===== src/spr_consts.svh =====
// Constants of the serial PROM read port: timing, command layout, straps.
// Assumes a 40 MHz core clock; included by bare name wherever needed.
`ifndef SPR_CONSTS_SVH
`define SPR_CONSTS_SVH

// ----------------------------------------------------------------------
// Timing
// ----------------------------------------------------------------------
`define SPR_SYS_CLK_PERIOD_NS 25
`define SPR_NVM_CLK_PERIOD_NS 1000
`define SPR_HALF_CYCLES (`SPR_NVM_CLK_PERIOD_NS / (2 * `SPR_SYS_CLK_PERIOD_NS))
`define SPR_DIV_W 5

// ----------------------------------------------------------------------
// Straps
// ----------------------------------------------------------------------
`define SPR_MASTER_ID 2'h0
`define SPR_PROM_MODE 1'h0

// ----------------------------------------------------------------------
// Command and data layout
// ----------------------------------------------------------------------
`define SPR_READ_OPCODE 3'h6
`define SPR_OPC_W 3
`define SPR_ADDR_W 6
`define SPR_CMD_W 9
`define SPR_START_ADDR 6'h00
`define SPR_WORD_W 16
`define SPR_WORDS 4
`define SPR_WADDR_W 2
`define SPR_CNT_W 5

`endif


===== src/spr_pkg.sv =====
// Types shared by the serial PROM read port modules.
// Assumes spr_consts.svh is on the include path.
`include "spr_consts.svh"

package spr_pkg;

    // ------------------------------------------------------------------
    // Sequencer phases
    // ------------------------------------------------------------------
    typedef enum logic [1:0] {SPR_IDLE, SPR_CMD, SPR_DATA} spr_phase_e;

    // ------------------------------------------------------------------
    // Complete state of the read port
    // ------------------------------------------------------------------
    typedef struct packed {
        logic [1:0] id_meta;
        logic [1:0] id_sync;
        logic arb_meta;
        logic arb_sync;
        logic clk_meta;
        logic clk_sync;
        logic din_meta;
        logic din_sync;
        logic pending;
        spr_phase_e phase;
        logic [`SPR_DIV_W-1:0] div_cnt;
        logic sclk;
        logic clk_oe;
        logic sel;
        logic sel_oe;
        logic cmd_out;
        logic cmd_oe;
        logic [`SPR_CMD_W-1:0] cmd_sr;
        logic [`SPR_CNT_W-1:0] bit_cnt;
        logic [`SPR_WADDR_W-1:0] word_cnt;
        logic [`SPR_WORD_W-1:0] shreg;
        logic we;
        logic [`SPR_WADDR_W-1:0] waddr;
        logic [`SPR_WORD_W-1:0] wdata;
        logic busy;
        logic done;
    } spr_state_s;

endpackage : spr_pkg


===== src/spr_read_port.sv =====
// Serial PROM read port: fetches a block of words from a board-shared PROM.
// Assumes straps and PROM pins are asynchronous to clk; the pad ring resolves
// each pin from its output enable.
//
// Overview of operation
// [RULE1] With board position ID 00, generate a 1 MHz PROM clock for reading.
// [RULE2] Only ID 00 drives the shared clock; others tri-state and just sense it.
// [RULE3] Without a fitted PROM the board holds the shared clock line low.
// [RULE4] Select is active high, driven only by ID 00, otherwise tri-stated.
// [RULE5] Command line carries the read instruction high-active, driven only by ID 00.
// [RULE6] Data input tied statically low or high must not upset the logic.
// [RULE7] Arbitration select 0 picks PROM arbitration, 1 chain; PROM used only for 0.
// [RULE8] Board assigns up to four unique two-bit IDs, exactly one being 00.
// [RULE9] Read: raise select, shift command, sample data bits, then drop select.
`timescale 1ns/10ps
`include "spr_consts.svh"

module spr_read_port
    import spr_pkg::*;
#(
    parameter int WORD_W = `SPR_WORD_W,
    parameter int WORDS = `SPR_WORDS,
    parameter logic [`SPR_ADDR_W-1:0] START_ADDR = `SPR_START_ADDR
) (
    input wire logic clk, // 40 MHz core clock
    input wire logic resetn, // Asynchronous reset, active low
    input wire logic [1:0] board_position_id, // Position strap pins
    input wire logic arbitration_source_select, // Arbitration source strap
    input wire logic start_read, // Request a fresh read, one-cycle pulse
    input wire logic [`SPR_WADDR_W-1:0] rd_addr, // Fetched word index
    output logic [`SPR_WORD_W-1:0] rd_data, // Fetched word, one cycle after rd_addr
    input wire logic nvm_serial_clock_in, // Shared PROM clock, pin level
    output logic nvm_serial_clock_out, // PROM clock drive value
    output logic nvm_serial_clock_oe, // PROM clock drive enable
    output logic nvm_select, // PROM select drive value
    output logic nvm_select_oe, // PROM select drive enable
    output logic nvm_command_out, // PROM command drive value
    output logic nvm_command_oe, // PROM command drive enable
    input wire logic nvm_data_in, // PROM serial data pin
    output logic nvm_clock_sensed, // Synchronised shared clock level
    output logic prom_arbitration, // PROM based arbitration in force
    output logic read_busy, // Read sequence in progress
    output logic read_done // Read finished, one-cycle pulse
);

    // ------------------------------------------------------------------
    // Elaboration checks
    // ------------------------------------------------------------------
    initial begin
        if (WORD_W != `SPR_WORD_W || WORDS < 1 || WORDS > (1 << `SPR_WADDR_W)) begin
            $error("spr_read_port: word geometry does not fit the state layout");
        end
        if (`SPR_HALF_CYCLES < 2 || `SPR_HALF_CYCLES >= (1 << `SPR_DIV_W)) begin
            $error("spr_read_port: clock divider out of range");
        end
    end

    localparam logic [`SPR_DIV_W-1:0] HALF_LAST = `SPR_DIV_W'(`SPR_HALF_CYCLES - 1);
    localparam logic [`SPR_CNT_W-1:0] CMD_LAST = `SPR_CNT_W'(`SPR_CMD_W - 1);
    localparam logic [`SPR_CNT_W-1:0] WORD_LAST = `SPR_CNT_W'(WORD_W - 1);
    localparam logic [`SPR_WADDR_W-1:0] WORDS_LAST = `SPR_WADDR_W'(WORDS - 1);
    localparam logic [`SPR_OPC_W-1:0] READ_OPC = `SPR_READ_OPCODE;

    spr_state_s q_ff;
    spr_state_s nxt_q;

    logic master;
    logic eligible;
    logic tick;

    // ------------------------------------------------------------------
    // Next state
    // ------------------------------------------------------------------
    always_comb begin
        nxt_q = q_ff;
        // Straps and pins pass two flops before any decision reads them
        nxt_q.id_meta = board_position_id;
        nxt_q.id_sync = q_ff.id_meta;
        nxt_q.arb_meta = arbitration_source_select;
        nxt_q.arb_sync = q_ff.arb_meta;
        nxt_q.clk_meta = nvm_serial_clock_in;
        nxt_q.clk_sync = q_ff.clk_meta;
        nxt_q.din_meta = nvm_data_in;
        nxt_q.din_sync = q_ff.din_meta;

        master = (q_ff.id_sync == `SPR_MASTER_ID);
        eligible = master && (q_ff.arb_sync == `SPR_PROM_MODE); // see [RULE7]
        tick = (q_ff.div_cnt == HALF_LAST);

        // Non-masters release every PROM line, the clock is only sensed
        nxt_q.clk_oe = master; // see [RULE2]
        nxt_q.sel_oe = master; // see [RULE4]
        nxt_q.cmd_oe = master; // see [RULE5]

        nxt_q.we = 1'b0;
        nxt_q.done = 1'b0;
        nxt_q.pending = q_ff.pending | start_read;
        nxt_q.div_cnt = tick ? '0 : q_ff.div_cnt + `SPR_DIV_W'(1); // see [RULE1]

        case (q_ff.phase)
            SPR_IDLE: begin
                nxt_q.sclk = 1'b0;
                nxt_q.sel = 1'b0;
                nxt_q.cmd_out = 1'b0;
                nxt_q.busy = 1'b0;
                if (q_ff.pending && eligible) begin
                    // see [RULE9]
                    nxt_q.pending = start_read;
                    nxt_q.phase = SPR_CMD;
                    nxt_q.sel = 1'b1;
                    nxt_q.busy = 1'b1;
                    nxt_q.div_cnt = '0;
                    nxt_q.cmd_out = READ_OPC[`SPR_OPC_W-1];
                    nxt_q.cmd_sr = {`SPR_READ_OPCODE, START_ADDR} << 1;
                    nxt_q.bit_cnt = CMD_LAST;
                    nxt_q.word_cnt = '0;
                end
            end
            SPR_CMD: begin
                // Command bits change on the falling edge, the PROM takes them on the rising one
                if (tick) begin
                    nxt_q.sclk = ~q_ff.sclk; // see [RULE1]
                    if (q_ff.sclk) begin
                        if (q_ff.bit_cnt == '0) begin
                            nxt_q.phase = SPR_DATA;
                            nxt_q.cmd_out = 1'b0;
                            nxt_q.bit_cnt = WORD_LAST;
                        end else begin
                            nxt_q.cmd_out = q_ff.cmd_sr[`SPR_CMD_W-1]; // see [RULE5] [RULE9]
                            nxt_q.cmd_sr = q_ff.cmd_sr << 1;
                            nxt_q.bit_cnt = q_ff.bit_cnt - `SPR_CNT_W'(1);
                        end
                    end
                end
            end
            SPR_DATA: begin
                // Sampling late in the high phase hides the two-flop pin latency.
                // A stuck data pin just yields all-zero or all-one words.
                if (tick) begin
                    nxt_q.sclk = ~q_ff.sclk;
                    if (q_ff.sclk) begin
                        nxt_q.shreg = {q_ff.shreg[`SPR_WORD_W-2:0], q_ff.din_sync}; // see [RULE6] [RULE9]
                        if (q_ff.bit_cnt == '0) begin
                            nxt_q.we = 1'b1;
                            nxt_q.waddr = q_ff.word_cnt;
                            nxt_q.wdata = {q_ff.shreg[`SPR_WORD_W-2:0], q_ff.din_sync};
                            nxt_q.bit_cnt = WORD_LAST;
                            if (q_ff.word_cnt == WORDS_LAST) begin
                                // see [RULE9]
                                nxt_q.phase = SPR_IDLE;
                                nxt_q.sel = 1'b0;
                                nxt_q.busy = 1'b0;
                                nxt_q.done = 1'b1;
                            end else begin
                                nxt_q.word_cnt = q_ff.word_cnt + `SPR_WADDR_W'(1);
                            end
                        end else begin
                            nxt_q.bit_cnt = q_ff.bit_cnt - `SPR_CNT_W'(1);
                        end
                    end
                end
            end
            default: begin
                nxt_q.phase = SPR_IDLE;
            end
        endcase

        // A strap change mid-read abandons it and keeps the request for later
        if (q_ff.phase != SPR_IDLE && !eligible) begin
            nxt_q.phase = SPR_IDLE;
            nxt_q.sclk = 1'b0;
            nxt_q.sel = 1'b0;
            nxt_q.cmd_out = 1'b0;
            nxt_q.busy = 1'b0;
            nxt_q.done = 1'b0;
            nxt_q.we = 1'b0;
            nxt_q.pending = 1'b1;
        end
    end

    // ------------------------------------------------------------------
    // State register
    // ------------------------------------------------------------------
    always_ff @(posedge clk or negedge resetn) begin
        if (!resetn) begin
            q_ff <= '0;
            q_ff.id_meta <= 2'h3;
            q_ff.id_sync <= 2'h3;
            q_ff.arb_meta <= 1'h1;
            q_ff.arb_sync <= 1'h1;
            q_ff.pending <= 1'h1;
            q_ff.phase <= SPR_IDLE;
        end else begin
            q_ff <= nxt_q;
        end
    end

    assign nvm_serial_clock_out = q_ff.sclk;
    assign nvm_serial_clock_oe = q_ff.clk_oe;
    assign nvm_select = q_ff.sel;
    assign nvm_select_oe = q_ff.sel_oe;
    assign nvm_command_out = q_ff.cmd_out;
    assign nvm_command_oe = q_ff.cmd_oe;
    assign nvm_clock_sensed = q_ff.clk_sync; // see [RULE2]
    assign prom_arbitration = ~q_ff.arb_sync;
    assign read_busy = q_ff.busy;
    assign read_done = q_ff.done;

    // ------------------------------------------------------------------
    // Fetched word storage
    // ------------------------------------------------------------------
    spr_word_store #(
        .WORD_W(`SPR_WORD_W),
        .DEPTH(WORDS),
        .ADDR_W(`SPR_WADDR_W)
    ) u_store (
        .clk(clk),
        .we(q_ff.we),
        .waddr(q_ff.waddr),
        .wdata(q_ff.wdata),
        .raddr(rd_addr),
        .rdata(rd_data)
    );

    // ------------------------------------------------------------------
    // Assertions
    // ------------------------------------------------------------------
    localparam int READ_BOUND = (`SPR_CMD_W + WORDS * WORD_W) * 2 * `SPR_HALF_CYCLES + 4;
    int busy_cycles_ff;

    always_ff @(posedge clk or negedge resetn) begin
        if (!resetn) begin
            busy_cycles_ff <= 0;
        end else begin
            busy_cycles_ff <= q_ff.busy ? busy_cycles_ff + 1 : 0;
        end
    end
endmodule : spr_read_port


===== src/spr_word_store.sv =====
// Small word memory holding the PROM contents fetched by the read port.
// Assumes one writer and one reader on the same clock; read data registered.
`timescale 1ns/10ps

module spr_word_store #(
    parameter int WORD_W = 16,
    parameter int DEPTH = 4,
    parameter int ADDR_W = 2
) (
    input wire logic clk, // Core clock
    input wire logic we, // Write strobe
    input wire logic [ADDR_W-1:0] waddr, // Write address
    input wire logic [WORD_W-1:0] wdata, // Write data
    input wire logic [ADDR_W-1:0] raddr, // Read address
    output logic [WORD_W-1:0] rdata // Registered read data
);

    initial begin
        if (DEPTH < 1 || DEPTH > (1 << ADDR_W) || WORD_W < 1) begin
            $error("spr_word_store: unsupported geometry");
        end
    end

    logic [WORD_W-1:0] mem [DEPTH];

    // No reset: contents are only meaningful after a completed read
    always_ff @(posedge clk) begin
        if (we) begin
            mem[waddr] <= wdata;
        end
        rdata <= mem[raddr];
    end

endmodule : spr_word_store


===== config.mk =====
export PLATFORM = sky130hd
export DESIGN_NAME = spr_read_port
export DESIGN_NICKNAME = d
export VERILOG_FILES = /design/src/spr_pkg.sv /design/src/spr_read_port.sv /design/src/spr_word_store.sv
export VERILOG_INCLUDE_DIRS = /design/src
export SDC_FILE = /design/constraint.sdc
export NUM_CORES = 1
export LEC_CHECK = 0
export BUFFER_PORTS_ARGS = -buffer_cell sky130_fd_sc_hd__buf_2
export CAP_MARGIN = 20
export CORE_AREA = 2 2 105 107
export DETAILED_ROUTE_END_ITERATION = 6
export DIE_AREA = 0 0 107 109
export HOLD_SLACK_MARGIN = 0.06
export PLACE_DENSITY = 0.85
export SETUP_SLACK_MARGIN = 0.05
export SLEW_MARGIN = 20
export SYNTH_ARGS = -nofsm -noshare
export SYNTH_HDL_FRONTEND = slang
export SYNTH_HIERARCHICAL = 1
export SYNTH_SLANG_ARGS = --single-unit

===== constraint.sdc =====
create_clock -name clk -period 2.4 [get_ports clk]
set_input_delay 0.12 -clock clk [delete_from_list [all_inputs] [get_ports clk]]
set_output_delay 0.12 -clock clk [all_outputs]
set_load 0.05 [all_outputs]

---- Yosys cells after proc, flatten, opt, wreduce, memory -nomap -nowiden ----
Memories as Yosys holds them, arrays and structs flattened. A register that Yosys moved wholly into a read port is not among the register bits.
Cells that the tools add are included.
word-level totals
  register bits ........................... 75
  memory bits (writable) .................. 64
  input port bits ......................... 10
  output and inout bits ................... 26
  word-level logic and storage cells ...... 125
  memories kept ........................... 1
memories
  name         depth  width  rd ports  clocked after Yosys merged registers in  wr ports  line                  source
  u_store.mem  4      16     1         1                                        1         spr_word_store.sv:24  logic [WORD_W-1:0] mem [DEPTH];
cells by class
  add/sub/neg operators ................... 3
  equal/unequal tests ..................... 21
  muxes and demuxes ....................... 49
  bitwise logic cells ..................... 3
  reduce and logical (&&, ||, !) cells .... 24
operator list
  operator                                      count
  two-way mux 44 bit                            2
  two-way mux 14 bit                            2
  != test 3 bit (second input constant)         8
  two-way mux 2 bit                             11
  two-way mux 21 bit                            1
  two-way mux 19 bit                            1
  one-hot mux 9 bit (2 select lines)            1
  two-way mux 1 bit                             17
  two-way mux 16 bit                            1
  != test 2 bit (second input constant)         8
  two-way mux 5 bit                             3
  one-hot mux 5 bit (3 select lines)            1
  AND reduction 6 bit                           2
  nonzero test 3 bit                            4
  AND reduction 5 bit                           2
  two-way mux 9 bit                             1
  two-way mux 8 bit                             1
  one-hot mux 1 bit (2 select lines)            4
  AND reduction 8 bit                           1
  one-hot mux 2 bit (3 select lines)            1
  AND reduction 3 bit                           2
  nonzero test 2 bit                            3
  adder 5 x 1 -> 5 bit (second input constant)  1
  == test 5 bit (second input constant)         1
  16 further kinds                              21

---- Depth between registers and ports, before layout ----
Gate-level depths: netlist of run 1.
  word-level depth ........................ 7
  depth in mapped cells ................... 8
  mapped depth without buffers ............ 7

---- Modules after synthesis ----
The synthesis of run 1 kept the hierarchy.
by module, submodules not included
  module          instances  cells an instance  area each (um2)  seq. area each (um2)
  spr_read_port   1          256                2849.0           1635.3
  spr_word_store  1          104                2697.6           2242.2

---- Worst setup path after synthesis of run 1 ----
OpenSTA, ideal clock, no wires.
  path kind ............................... reg2reg
  start ................................... register q_ff[39] (netlist bit)
  end ..................................... register q_ff[37] (netlist bit)
  library setup time ...................... 0.126 ns
  arrival ................................. 2.128 ns
  data required time ...................... 2.274 ns
  path slack .............................. 0.146 ns
  stages on the path, launching flop included .. 8
  buffers on the path ..................... 1
  period minus slack after synthesis ...... 2.254 ns
  cells stage by stage .................... dfrtp_1 -> inv_1 -> ha_1 -> or4b_1 -> buf_6 -> nor4_4 -> mux2_1 -> a221o_1
between the ends
  longest elaborated chain between the ends .. 3
ends and longest elaborated chain
  element                               line                  source
  from (decl)                           spr_read_port.sv:64   spr_state_s q_ff;
  from (signal assigned)                spr_read_port.sv:194  q_ff <= nxt_q;
  zero test 5 bit                       spr_read_port.sv:143  if (q_ff.bit_cnt == '0) begin
  != test 2 bit (no source line)        n/a
  AND reduction 6 bit (no source line)  n/a
Every way passes these cells.
A chain may end at the register's enable or synchronous reset.

---- Final worst setup path of run 1 ----
Same ends and word-level chain as after synthesis.

==> flow_metrics.env, run 1 <==
export IMPL_post_dp_hpwl_mm=6.07
export IMPL_rr_startpoint="q_ff[39]"
export IMPL_p_leak_nw=2.77
export IMPL_critPathKind="reg -> reg"
export IMPL_gp_congestion=0.870
export IMPL_clock_power_share_pct=40.2
export IMPL_h_tree_depth=4
export IMPL_ir_worst_vdd_uv=611
export IMPL_routed_wirelength_mm=9.71
export IMPL_tightest_slew_ns=0.755
export IMPL_dieHeight_um=109
export IMPL_first_pass_iters=5
export IMPL_status="finished, final reports clean"
export IMPL_die_area_um2=11700
export IMPL_min_from="rd_addr[1]"
export IMPL_diodes=0
export IMPL_finalHoldViolCount=0
export IMPL_post_drt_wl_per_cell_um=16.9
export IMPL_comb_power_share_pct=14.3
export IMPL_critPathArrivalTime_ns=2.65
export IMPL_drive_above_1_share_pct=27.6
export IMPL_fp_coreArea_um2=10600
export IMPL_cts_buffers_inserted=17
export IMPL_synth_top_family_by_area="multiplexers"
export IMPL_cp_end_kind="flop"
export IMPL_track_usage_pct=18.7
export IMPL_drv_slew=0
export IMPL_cts_tree="built"
export IMPL_routed_via_count=3157
export IMPL_seqPwrFrac_pct=45.5
export IMPL_stdcell_area_um2=6570
export IMPL_drt_iter0_drc=173
export IMPL_synth_area_top_cells="edfxtp_1 35%, dfrtp_1 26%, dfxtp_1 5.8%, mux4_2 4.1%, nand2_1 3.7%"
export IMPL_period_share_pct=94.1
export IMPL_synthesis_area_um2=5550
export IMPL_final_nets=439
export IMPL_clockBufferDepth=2
export IMPL_detail_route_vias_per_cell=5.50
export IMPL_synth_seq_cells=145
export IMPL_overflow=0
export IMPL_powerDensity_nw_per_um2=936
export IMPL_yosysWarnings=6
export IMPL_critical_path_required_ns=2.79
export IMPL_rows=38
export IMPL_synth_compound_area_share_pct=4.96
export IMPL_post_cts_buffers=0
export IMPL_synthArstFlopShare_pct=44.8
export IMPL_drc=0
export IMPL_synth_distinct_cells=56
export IMPL_max_freq_ghz=0.443
export IMPL_synth_seq_area_share_pct=69.9
export IMPL_die_x_um=107
export IMPL_synth_edff_count=64
export IMPL_power_switching_mw=1.70
export IMPL_synth_avg_cell_area_um2=15.4
export IMPL_finalCriticalPeriod_ns=2.26
export IMPL_cap_violations=0
export IMPL_grt_pass1_vias=3267
export IMPL_syn_instance_count=360
export IMPL_grt_first_pass_wirelength_mm=16.3
export IMPL_clock_sinks=145
export IMPL_portBuffers=35
export IMPL_root_buffer="clkbuf_8"
export IMPL_initial_core_util_pct=52.3
export IMPL_post_dp_cell_area_um2=5920
export IMPL_ant_nets=0
export IMPL_maxSlewHeadroom_pct=49.7
export IMPL_grt_max_degree=33
export IMPL_synth_top_area_share_pct=34.6
export IMPL_r2r_slack_ns=0.14
export IMPL_setup_violations=0
export IMPL_synth_most_common_cell="edfxtp_1"
export IMPL_whs_endpoint="u_store/rdata[5]"
export IMPL_synthMuxAreaShare_pct=11.3
export IMPL_synth_area_leader_cell="edfxtp_1"
export IMPL_ff2ff_path_depth=6
export IMPL_synth_main_ff_cell="edfxtp_1"
export IMPL_tns_ns=0
export IMPL_ys_top_cells_by_count="64 x edfxtp_1, 58 x dfrtp_1, 55 x nand2_1, 16 x dfxtp_1"
export IMPL_r2r_end="q_ff[37]"
export IMPL_fillers=752
export IMPL_p_int_mw=4.45
export IMPL_path_max_fanout=5
export IMPL_synthToLayoutAreaGrowth_pct=18.4
export IMPL_swShare_pct=27.7
export IMPL_clkTransAtPathRegs_ns=0.06
export IMPL_synth_xor_area_share_pct=0.474
export IMPL_start_kind="flop"
export IMPL_antenna_found_initial=0
export IMPL_ios=36
export IMPL_synth_fa_ha_area_share_pct=1.99
export IMPL_rsz0062_at_grt="false"
export IMPL_finClkSkew_ns=0.0121
export IMPL_hold_depth=2
export IMPL_synth_nets=378
export IMPL_clock_latency_ns=0.51
export IMPL_hold_path_class="in -> reg"
export IMPL_yosys_area_share_simple_pct=8.71
-- critical path: stages, from the launching register on --
cell	delay [ns]
dfrtp_1	0.41
inv_1	0.10
ha_1	0.19
or4b_4	0.53
nor4_4	0.25
mux2_1	0.35
a221o_1	0.30
-- final cells by class --
class / instances / area, um^2 / area share [%]
Clock inverter: 14 / 145 / 2.21
Multi-Input combinational cell: 189 / 1540 / 23.4
Timing Repair Buffer: 57 / 370 / 5.64
Clock buffer: 18 / 418 / 6.36
Tap cell: 140 / 175 / 2.67
Sequential cell: 145 / 3880 / 59.1
Inverter: 11 / 41.3 / 0.629
-- routing by layer --
| layer | global-route usage [%] | up-vias | wire length [um] |
|---|---|---|---|
| li1 | - | 1442 | - |
| met1 | 22.2 | 1610 | 4010 |
| met2 | 32.6 | 90 | 5150 |
| met3 | 4.72 | 15 | 411 |
| met4 | 7.70 | 0 | 145 |
| met5 | 0 | - | 0 |
-- what timing repair did --
item	4_1_cts	5_1_grt
hold buffers	7	0
endpoints found under the hold margin	36	0
gates cloned	0	0
pin swaps	0	1
setup endpoints to repair	1	1
gates resized for setup	1	1
-- registers in the layout, indices dropped and copies added, names as in the netlist --
register and flops:
u_store/mem 64, read_done 1, nvm_command_oe 1, read_busy 1
nvm_clock_sensed 1, nvm_serial_clock_out 1, q_ff 54, nxt_q 5
u_store/rdata 16, nvm_command_out 1
-- metrics by stage --
step | worst slack, ns | total power, mW | hold slack, ns | util [%] | instances
final | 0.142 | 6.15 | 0.118 | 61.9 | 574
after floorplan | 0.146 | 3.47 | -0.176 | - | 360
after detailed placement | 0.0603 | 3.69 | 0.230 | 55.9 | 535
after CTS | 0.142 | 6.17 | 0.121 | 61.9 | 574
after global routing | 0.0761 | 6.41 | 0.120 | 61.9 | 574
after global placement | 0.133 | 3.64 | 0.217 | 55.9 | 535
-- power by group through the flow --
stage | sequential, mW | clock, mW | combinational, mW
after floorplan | 2.89 | 0 | 0.581
after global placement | 2.83 | 0 | 0.817
after detailed placement | 2.84 | 0 | 0.851
after CTS | 2.79 | 2.50 | 0.870
after global routing | 2.81 | 2.63 | 0.976
final | 2.79 | 2.47 | 0.879
-- cells by family (layout without fill, tap and decap cells) --
logic type      Yosys count  after routing
xor+xnor                  3              3
simple gates             99             99
compound gates           40             40
flops                   145            145
buf+inv                  26            100
mux                      38             38
fa+ha+maj                 9              9
-- worst max-delay path by stage --
stage / cells after the start / end / start
final: 6 / q_ff[37] / q_ff[39]
after floorplan: 7 / q_ff[37] / q_ff[39]
after detailed placement: 6 / q_ff[37] / q_ff[39]
after global routing: 6 / q_ff[37] / q_ff[39]
after CTS: 6 / q_ff[37] / q_ff[39]
after global placement: 6 / q_ff[37] / q_ff[39]
-- layout by cell type, fill, tap and decap left out, types with 4 or more instances in the layout --
| cell | Yosys | routed |
|---|---|---|
| nand2_1 | 55 | 55 |
| dfxtp_1 | 16 | 16 |
| o21ai_1 | 5 | 5 |
| edfxtp_1 | 64 | 64 |
| dlygate4sd3_1 | 0 | 7 |
| mux4_1 | 6 | 6 |
| buf_4 | 3 | 14 |
| ha_1 | 8 | 8 |
| dfrtp_1 | 58 | 58 |
| inv_1 | 11 | 11 |
| inv_6 | 0 | 6 |
| mux2_2 | 14 | 14 |
| mux4_2 | 10 | 10 |
| buf_2 | 4 | 35 |
| a21oi_1 | 11 | 11 |
| nor2_1 | 14 | 14 |
| dfstp_2 | 7 | 7 |
| nand3_1 | 4 | 4 |
| mux2_1 | 7 | 7 |
| o21ai_0 | 6 | 6 |
| clkbuf_16 | 0 | 16 |
Note: power is estimated with default switching activity, not from simulation.
==> run 2, diff against run 1 <==
ABC_AREA = 1   (was unset)
CORE_AREA = 2 2 110 112   (was 2 2 105 107)
DIE_AREA = 0 0 112 114   (was 0 0 107 109)
PLACE_DENSITY = 0.84   (was 0.85)
==> run 2 against run 1 <==
- final area rose by 6.8%
- register-to-register slack improved by 0.28 ns
- via count rose by 28%
- sequential power barely moved
==> flow_metrics.env, run 2 <==
export IMPL_status="finished, final reports clean"
export IMPL_detail_route_vias_per_cell=5.07
export IMPL_drt_iter0_drc=235
export IMPL_h_tree_depth=4
export IMPL_worst_hold_slack_ns=0.174
export IMPL_largest_reg_flops=64
export IMPL_synth_most_common_cell="nand2_1"
export IMPL_fp_coreArea_um2=11700
export IMPL_syn_instance_count=592
export IMPL_drc=0
export IMPL_layout_commonest_cell="nand2_1"
export IMPL_regArea_um2=3880
export IMPL_diodes=0
export IMPL_die_x_um=112
export IMPL_ios=36
export IMPL_clkTransAtPathRegs_ns=0.06
export IMPL_finalHoldViolCount=0
export IMPL_root_buffer="clkbuf_16"
export IMPL_synth_xor_area_share_pct=0.143
export IMPL_tightest_slew_ns=0.777
export IMPL_final_cell_mix="146 x nand2_1, 101 x inv_1, 64 x edfxtp_1"
export IMPL_finClkSkew_ns=0.0146
export IMPL_first_pass_iters=4
export IMPL_synthMuxAreaShare_pct=0
export IMPL_synth_avg_cell_area_um2=10.3
export IMPL_start_kind="flop"
export IMPL_largestRegisters="u_store/mem x64, q_ff x54, u_store/rdata x16"
export IMPL_yosys_area_share_simple_pct=19.2
export IMPL_drive_above_1_share_pct=20.4
export IMPL_synth_nets=610
export IMPL_cts_buffers_inserted=17
export IMPL_synth_edff_count=64
export IMPL_synthArstFlopShare_pct=44.8
export IMPL_ant_nets=0
export IMPL_post_dp_hpwl_mm=6.88
export IMPL_critical_path_required_ns=2.70
export IMPL_multi_input_area_um2=1650
export IMPL_cts_resized=0
export IMPL_dieHeight_um=114
export IMPL_synth_fa_ha_area_share_pct=1.64
export IMPL_powerDensity_nw_per_um2=910
export IMPL_post_drt_wl_per_cell_um=14.1
export IMPL_track_usage_pct=19.1
export IMPL_max_freq_ghz=0.506
export IMPL_post_dp_cell_area_um2=6350
export IMPL_top_register="u_store/mem"
export IMPL_synth_top_area_share_pct=31.5
export IMPL_hold_path_class="in -> reg"
export IMPL_grt_max_degree=66
export IMPL_rows=40
export IMPL_finalCriticalPeriod_ns=1.97
export IMPL_final_cells=798
export IMPL_die_area_um2=12800
export IMPL_final_nets=657
export IMPL_rsz0062_at_grt="false"
export IMPL_period_share_pct=82.3
export IMPL_tns_ns=0
export IMPL_critPathKind="reg -> reg"
export IMPL_overflow=0
export IMPL_cts_tree="built"
export IMPL_synth_compound_area_share_pct=5.78
export IMPL_ys_top_cells_by_count="146 x nand2_1, 101 x inv_1, 64 x edfxtp_1, 58 x dfrtp_1, 54 x nand3_1"
export IMPL_routed_via_count=4046
export IMPL_antenna_found_initial=0
export IMPL_power_mw=6.38
export IMPL_synth_main_ff_cell="edfxtp_1"
export IMPL_yosysWarnings=6
export IMPL_p_leak_nw=3.34
export IMPL_path_max_fanout=34
export IMPL_cp_end_kind="flop"
export IMPL_grt_pass1_vias=4093
export IMPL_portBuffers=35
export IMPL_gp_congestion=0.883
export IMPL_drv_slew=0
export IMPL_cap_violations=0
export IMPL_clockBufferDepth=2
export IMPL_setup_violations=0
export IMPL_maxSlewHeadroom_pct=48.2
export IMPL_ir_worst_vdd_uv=633
export IMPL_synth_distinct_cells=37
export IMPL_dp_cells=760
export IMPL_synthToLayoutAreaGrowth_pct=14.9
export IMPL_stdcell_area_um2=7010
export IMPL_synthesis_area_um2=6110
export IMPL_synth_area_leader_cell="edfxtp_1"
export IMPL_routed_wirelength_mm=11.2
export IMPL_fillers=900
export IMPL_clock_sinks=145
export IMPL_synth_area_top_cells="edfxtp_1 31%, dfrtp_1 24%, nand2_1 9.0%, inv_1 6.2%, dfxtp_1 5.2%"
export IMPL_grt_first_pass_wirelength_mm=18.7
export IMPL_initial_core_util_pct=52.1
export IMPL_synth_seq_area_share_pct=63.5
export IMPL_clock_latency_ns=0.42
export IMPL_synth_top_family_by_area="simple AND/OR/NAND/NOR gates"
export IMPL_synth_seq_cells=145
export IMPL_post_cts_buffers=0
export IMPL_critPathArrivalTime_ns=2.27
-- run 2: kinds of logic after synthesis --
kind of cell	Yosys count
adders and majority gates	8
AOI/OAI and AO/OA	57
and+or+nand+nor	251
DFF	145
buffers and inverters	130
xor gates and xnor gates	1
-- run 2: critical path, stage by stage (launching register included) --
cell     delay [ns]
dfrtp_1        0.43
inv_1          0.10
ha_1           0.36
inv_1          0.23
nor2_8         0.20
nand2_4        0.28
nand2_1        0.19
nand2_1        0.06
-- run 2: final timing paths --
| path | endpoint | slack (ns) | from | cells past startpoint |
|---|---|---|---|---|
| min in group asynchronous | q_ff[43] | 0.40 | resetn | 3 |
| max reg2reg | q_ff[17] | 0.43 | q_ff[64] | 7 |
| min reg2reg | q_ff[67] | 0.35 | nxt_q[67] | 0 |
| min | u_store/rdata[13] | 0.17 | rd_addr[1] | 3 |
| max in group asynchronous | q_ff[16] | 1.48 | resetn | 3 |
| max | q_ff[17] | 0.43 | q_ff[64] | 7 |
-- run 2: layout make-up --
| cell class | count | share of cell area (%) |
|---|---|---|
| sequential | 145 | 55.3 |
| multi-input combinational | 317 | 23.6 |
| clock buffer | 19 | 6.17 |
| inverter | 110 | 5.92 |
| timing repair buffer | 48 | 4.14 |
| tap | 147 | 2.62 |
| clock inverter | 12 | 2.27 |
-- run 2: through the flow --
step / worst slack [ns] / util [%]
CTS: 0.423 / 59.9
global placement: 0.587 / 54.2
floorplan: 0.394 / -
global route: 0.239 / 59.9
finish: 0.425 / 59.9
detailed placement: 0.482 / 54.2
-- run 2: repair_timing --
| action | in CTS | in global routing |
|---|---|---|
| hold buffers | 7 | 0 |
| setup endpoints to repair | 0 | 0 |
| endpoints found under the hold margin | 64 | 0 |
-- run 2: report_power, final --
group          internal [mW]  switching [mW]  total, mW
sequential              2.70          0.0861       2.79
combinational          0.277           0.694      0.971
clock                   1.64           0.985       2.62
total                   4.62            1.76       6.38
-- run 2: per-layer routing --
metal,GRT usage [%],share of wire (%),wire [um],vias up
met5,0,0,0,-
met4,7.89,1.4,162,0
met3,5.95,5.4,605,15
met2,34.2,53,5970,121
met1,21.2,40,4470,1941
li1,-,-,-,1969
==> run 3, diff against run 2 <==
ABC_AREA = 0   (was 1)
CORE_AREA = 2 2 100 102   (was 2 2 110 112)
DIE_AREA = 0 0 102 104   (was 0 0 112 114)
PLACE_DENSITY = 0.88   (was 0.84)
clock period = 2 ns   (was 2.4 ns; I/O delays follow)
==> run 3 against run 2 <==
- the run now ends with negative setup slack left
- clock skew is 0.0079 ns lower
- maximum frequency is 5.2% lower
- combinational power is 59% higher
- global-route usage is 2.2 points higher
- via count is 19% lower
- count of clock-buffer cells in the layout stayed put
- power is 27% higher
- die area is 17% lower
- hold slack worse by 0.071 ns
- sequential share of layout area is 1.3 points higher
- utilization is 12 points higher
- critical path depth stayed put
- largest cell class unchanged
==> flow_metrics.env, run 3 (synthesis gave the netlist of run 1 again) <==
export IMPL_diodes=0
export IMPL_initial_core_util_pct=58.1
export IMPL_rsz0062_at_grt="true"
export IMPL_tightest_slew_ns=0.584
export IMPL_post_drt_wl_per_cell_um=18.3
export IMPL_drive_above_1_share_pct=33.4
export IMPL_worst_hold_slack_ns=0.103
export IMPL_rows=36
export IMPL_cp_cell_sequence="inv_2 -> ha_4 -> or4b_4 -> a2111oi_4 -> a311oi_2 -> or3b_1 -> o21ai_1"
export IMPL_finalCriticalPeriod_ns=2.08
export IMPL_routed_wirelength_mm=10.8
export IMPL_ant_nets=0
export IMPL_cp_end_kind="flop"
export IMPL_critPathArrivalTime_ns=2.54
export IMPL_largest_reg_flops=64
export IMPL_clkTransAtPathRegs_ns=0.06
export IMPL_post_dp_hpwl_mm=5.98
export IMPL_layout_commonest_cell="edfxtp_1"
export IMPL_first_pass_iters=4
export IMPL_critPathKind="reg -> reg"
export IMPL_cts_buffers_inserted=17
export IMPL_portBuffers=35
export IMPL_root_buffer="clkbuf_8"
export IMPL_antenna_found_initial=0
export IMPL_path_max_fanout=4
export IMPL_ir_worst_vdd_uv=720
export IMPL_overflow=0
export IMPL_critical_path_required_ns=2.45
export IMPL_detail_route_vias_per_cell=5.59
export IMPL_clock_latency_ns=0.52
export IMPL_drc=0
export IMPL_hold_path_class="in -> reg"
export IMPL_status="finished with violations"
export IMPL_final_cell_mix="64 x edfxtp_1, 58 x dfrtp_1, 54 x nand2_1"
export IMPL_drt_iter0_drc=215
export IMPL_final_nets=460
export IMPL_gp_congestion=0.850
export IMPL_fp_coreArea_um2=9550
export IMPL_track_usage_pct=21.3
export IMPL_h_tree_depth=4
export IMPL_finClkSkew_ns=0.00674
export IMPL_max_freq_ghz=0.480
export IMPL_largestRegisters="u_store/mem x64, q_ff x54, u_store/rdata x16"
export IMPL_dieHeight_um=104
export IMPL_start_kind="flop"
export IMPL_worst_slack_ns=-0.0829
export IMPL_crit_path_max_incr_delay_ns=0.52
export IMPL_clock_sinks=145
export IMPL_die_x_um=102
export IMPL_slowest_stage="or4b_4"
export IMPL_synthToLayoutAreaGrowth_pct=23.5
export IMPL_path_buf_inv=1
export IMPL_ios=36
export IMPL_die_area_um2=10600
export IMPL_dp_cells=540
export IMPL_violations="negative setup slack"
export IMPL_clockBufferDepth=2
export IMPL_cap_violations=0
export IMPL_maxSlewHeadroom_pct=61.0
export IMPL_grt_pass1_vias=3330
export IMPL_critPathTopFamily="simple AND/OR/NAND/NOR gates"
export IMPL_final_cells=588
export IMPL_pre_cts_ws_ns=-0.302
export IMPL_grt_max_degree=42
export IMPL_finalHoldViolCount=0
export IMPL_top_register="u_store/mem"
export IMPL_drv_slew=0
export IMPL_period_share_pct=104
export IMPL_cts_tree="built"
export IMPL_routed_via_count=3285
export IMPL_setup_violations=3
export IMPL_grt_first_pass_wirelength_mm=17.0
export IMPL_tns_ns=-0.196
export IMPL_p_leak_nw=2.91
export IMPL_powerDensity_nw_per_um2=1180
-- run 3: cell type report --
class / instances / area [um^2]
inverter: 11 / 41.3
tap: 133 / 166
timing repair buffer: 77 / 528
fill: 605 / 2700
sequential: 145 / 3880
clock buffer: 19 / 422
clock inverter: 13 / 185
multi-input combinational: 190 / 1630
-- run 3: per-stage QoR --
step	cell area, um^2	utilization, %	total power, mW
5_1_grt	6850	71.7	8.41
4_1_cts	6740	70.6	7.90
3_5_place_dp	6010	63.0	4.59
3_3_place_gp	6010	63.0	4.52
2_1_floorplan	5560	-	4.17
6_report	6850	71.7	8.08
-- run 3: where the power goes --
group | leakage (nW) | switching, mW | internal, mW
clock network | 0.292 | 1.18 | 2.03
logic | 1.06 | 0.849 | 0.691
registers | 1.55 | 0.109 | 3.23
-- run 3: worst reg2reg max path, stage by stage, from the launching register on --
cell and delay, ns:
dfrtp_1 0.39, inv_2 0.09, ha_4 0.13, or4b_4 0.52, a2111oi_4 0.33, a311oi_2 0.09, or3b_1 0.39, o21ai_1 0.07
-- run 3: worst paths after layout --
kind,startpoint,end,slack (ns),cells past startpoint
min in group asynchronous,resetn,q_ff[59],0.11,2
max in group asynchronous,resetn,q_ff[37],1.27,3
max reg2reg,q_ff[40],q_ff[65],-0.08,7
min reg2reg,nxt_q[69],nvm_clock_sensed,0.35,0
min,rd_addr[1],u_store/rdata[1],0.10,2
max,q_ff[40],q_ff[65],-0.08,7
-- run 3: repair_timing --
item	CTS	global route
gates resized for setup	10	11
hold buffers	7	0
pin swaps	5	4
hold endpoints to repair	71	0
cloned	1	0
setup buffers	3	7
endpoints found under the setup margin	5	27
-- run 3: layer usage --
| metal | vias up | track usage (%) | routed length [um] |
|---|---|---|---|
| met1 | 1654 | 27.4 | 4370 |
| met4 | 0 | 8.76 | 294 |
| met2 | 123 | 34.5 | 5590 |
| met5 | - | 0 | 0 |
| met3 | 31 | 5.38 | 531 |
| li1 | 1477 | - | - |
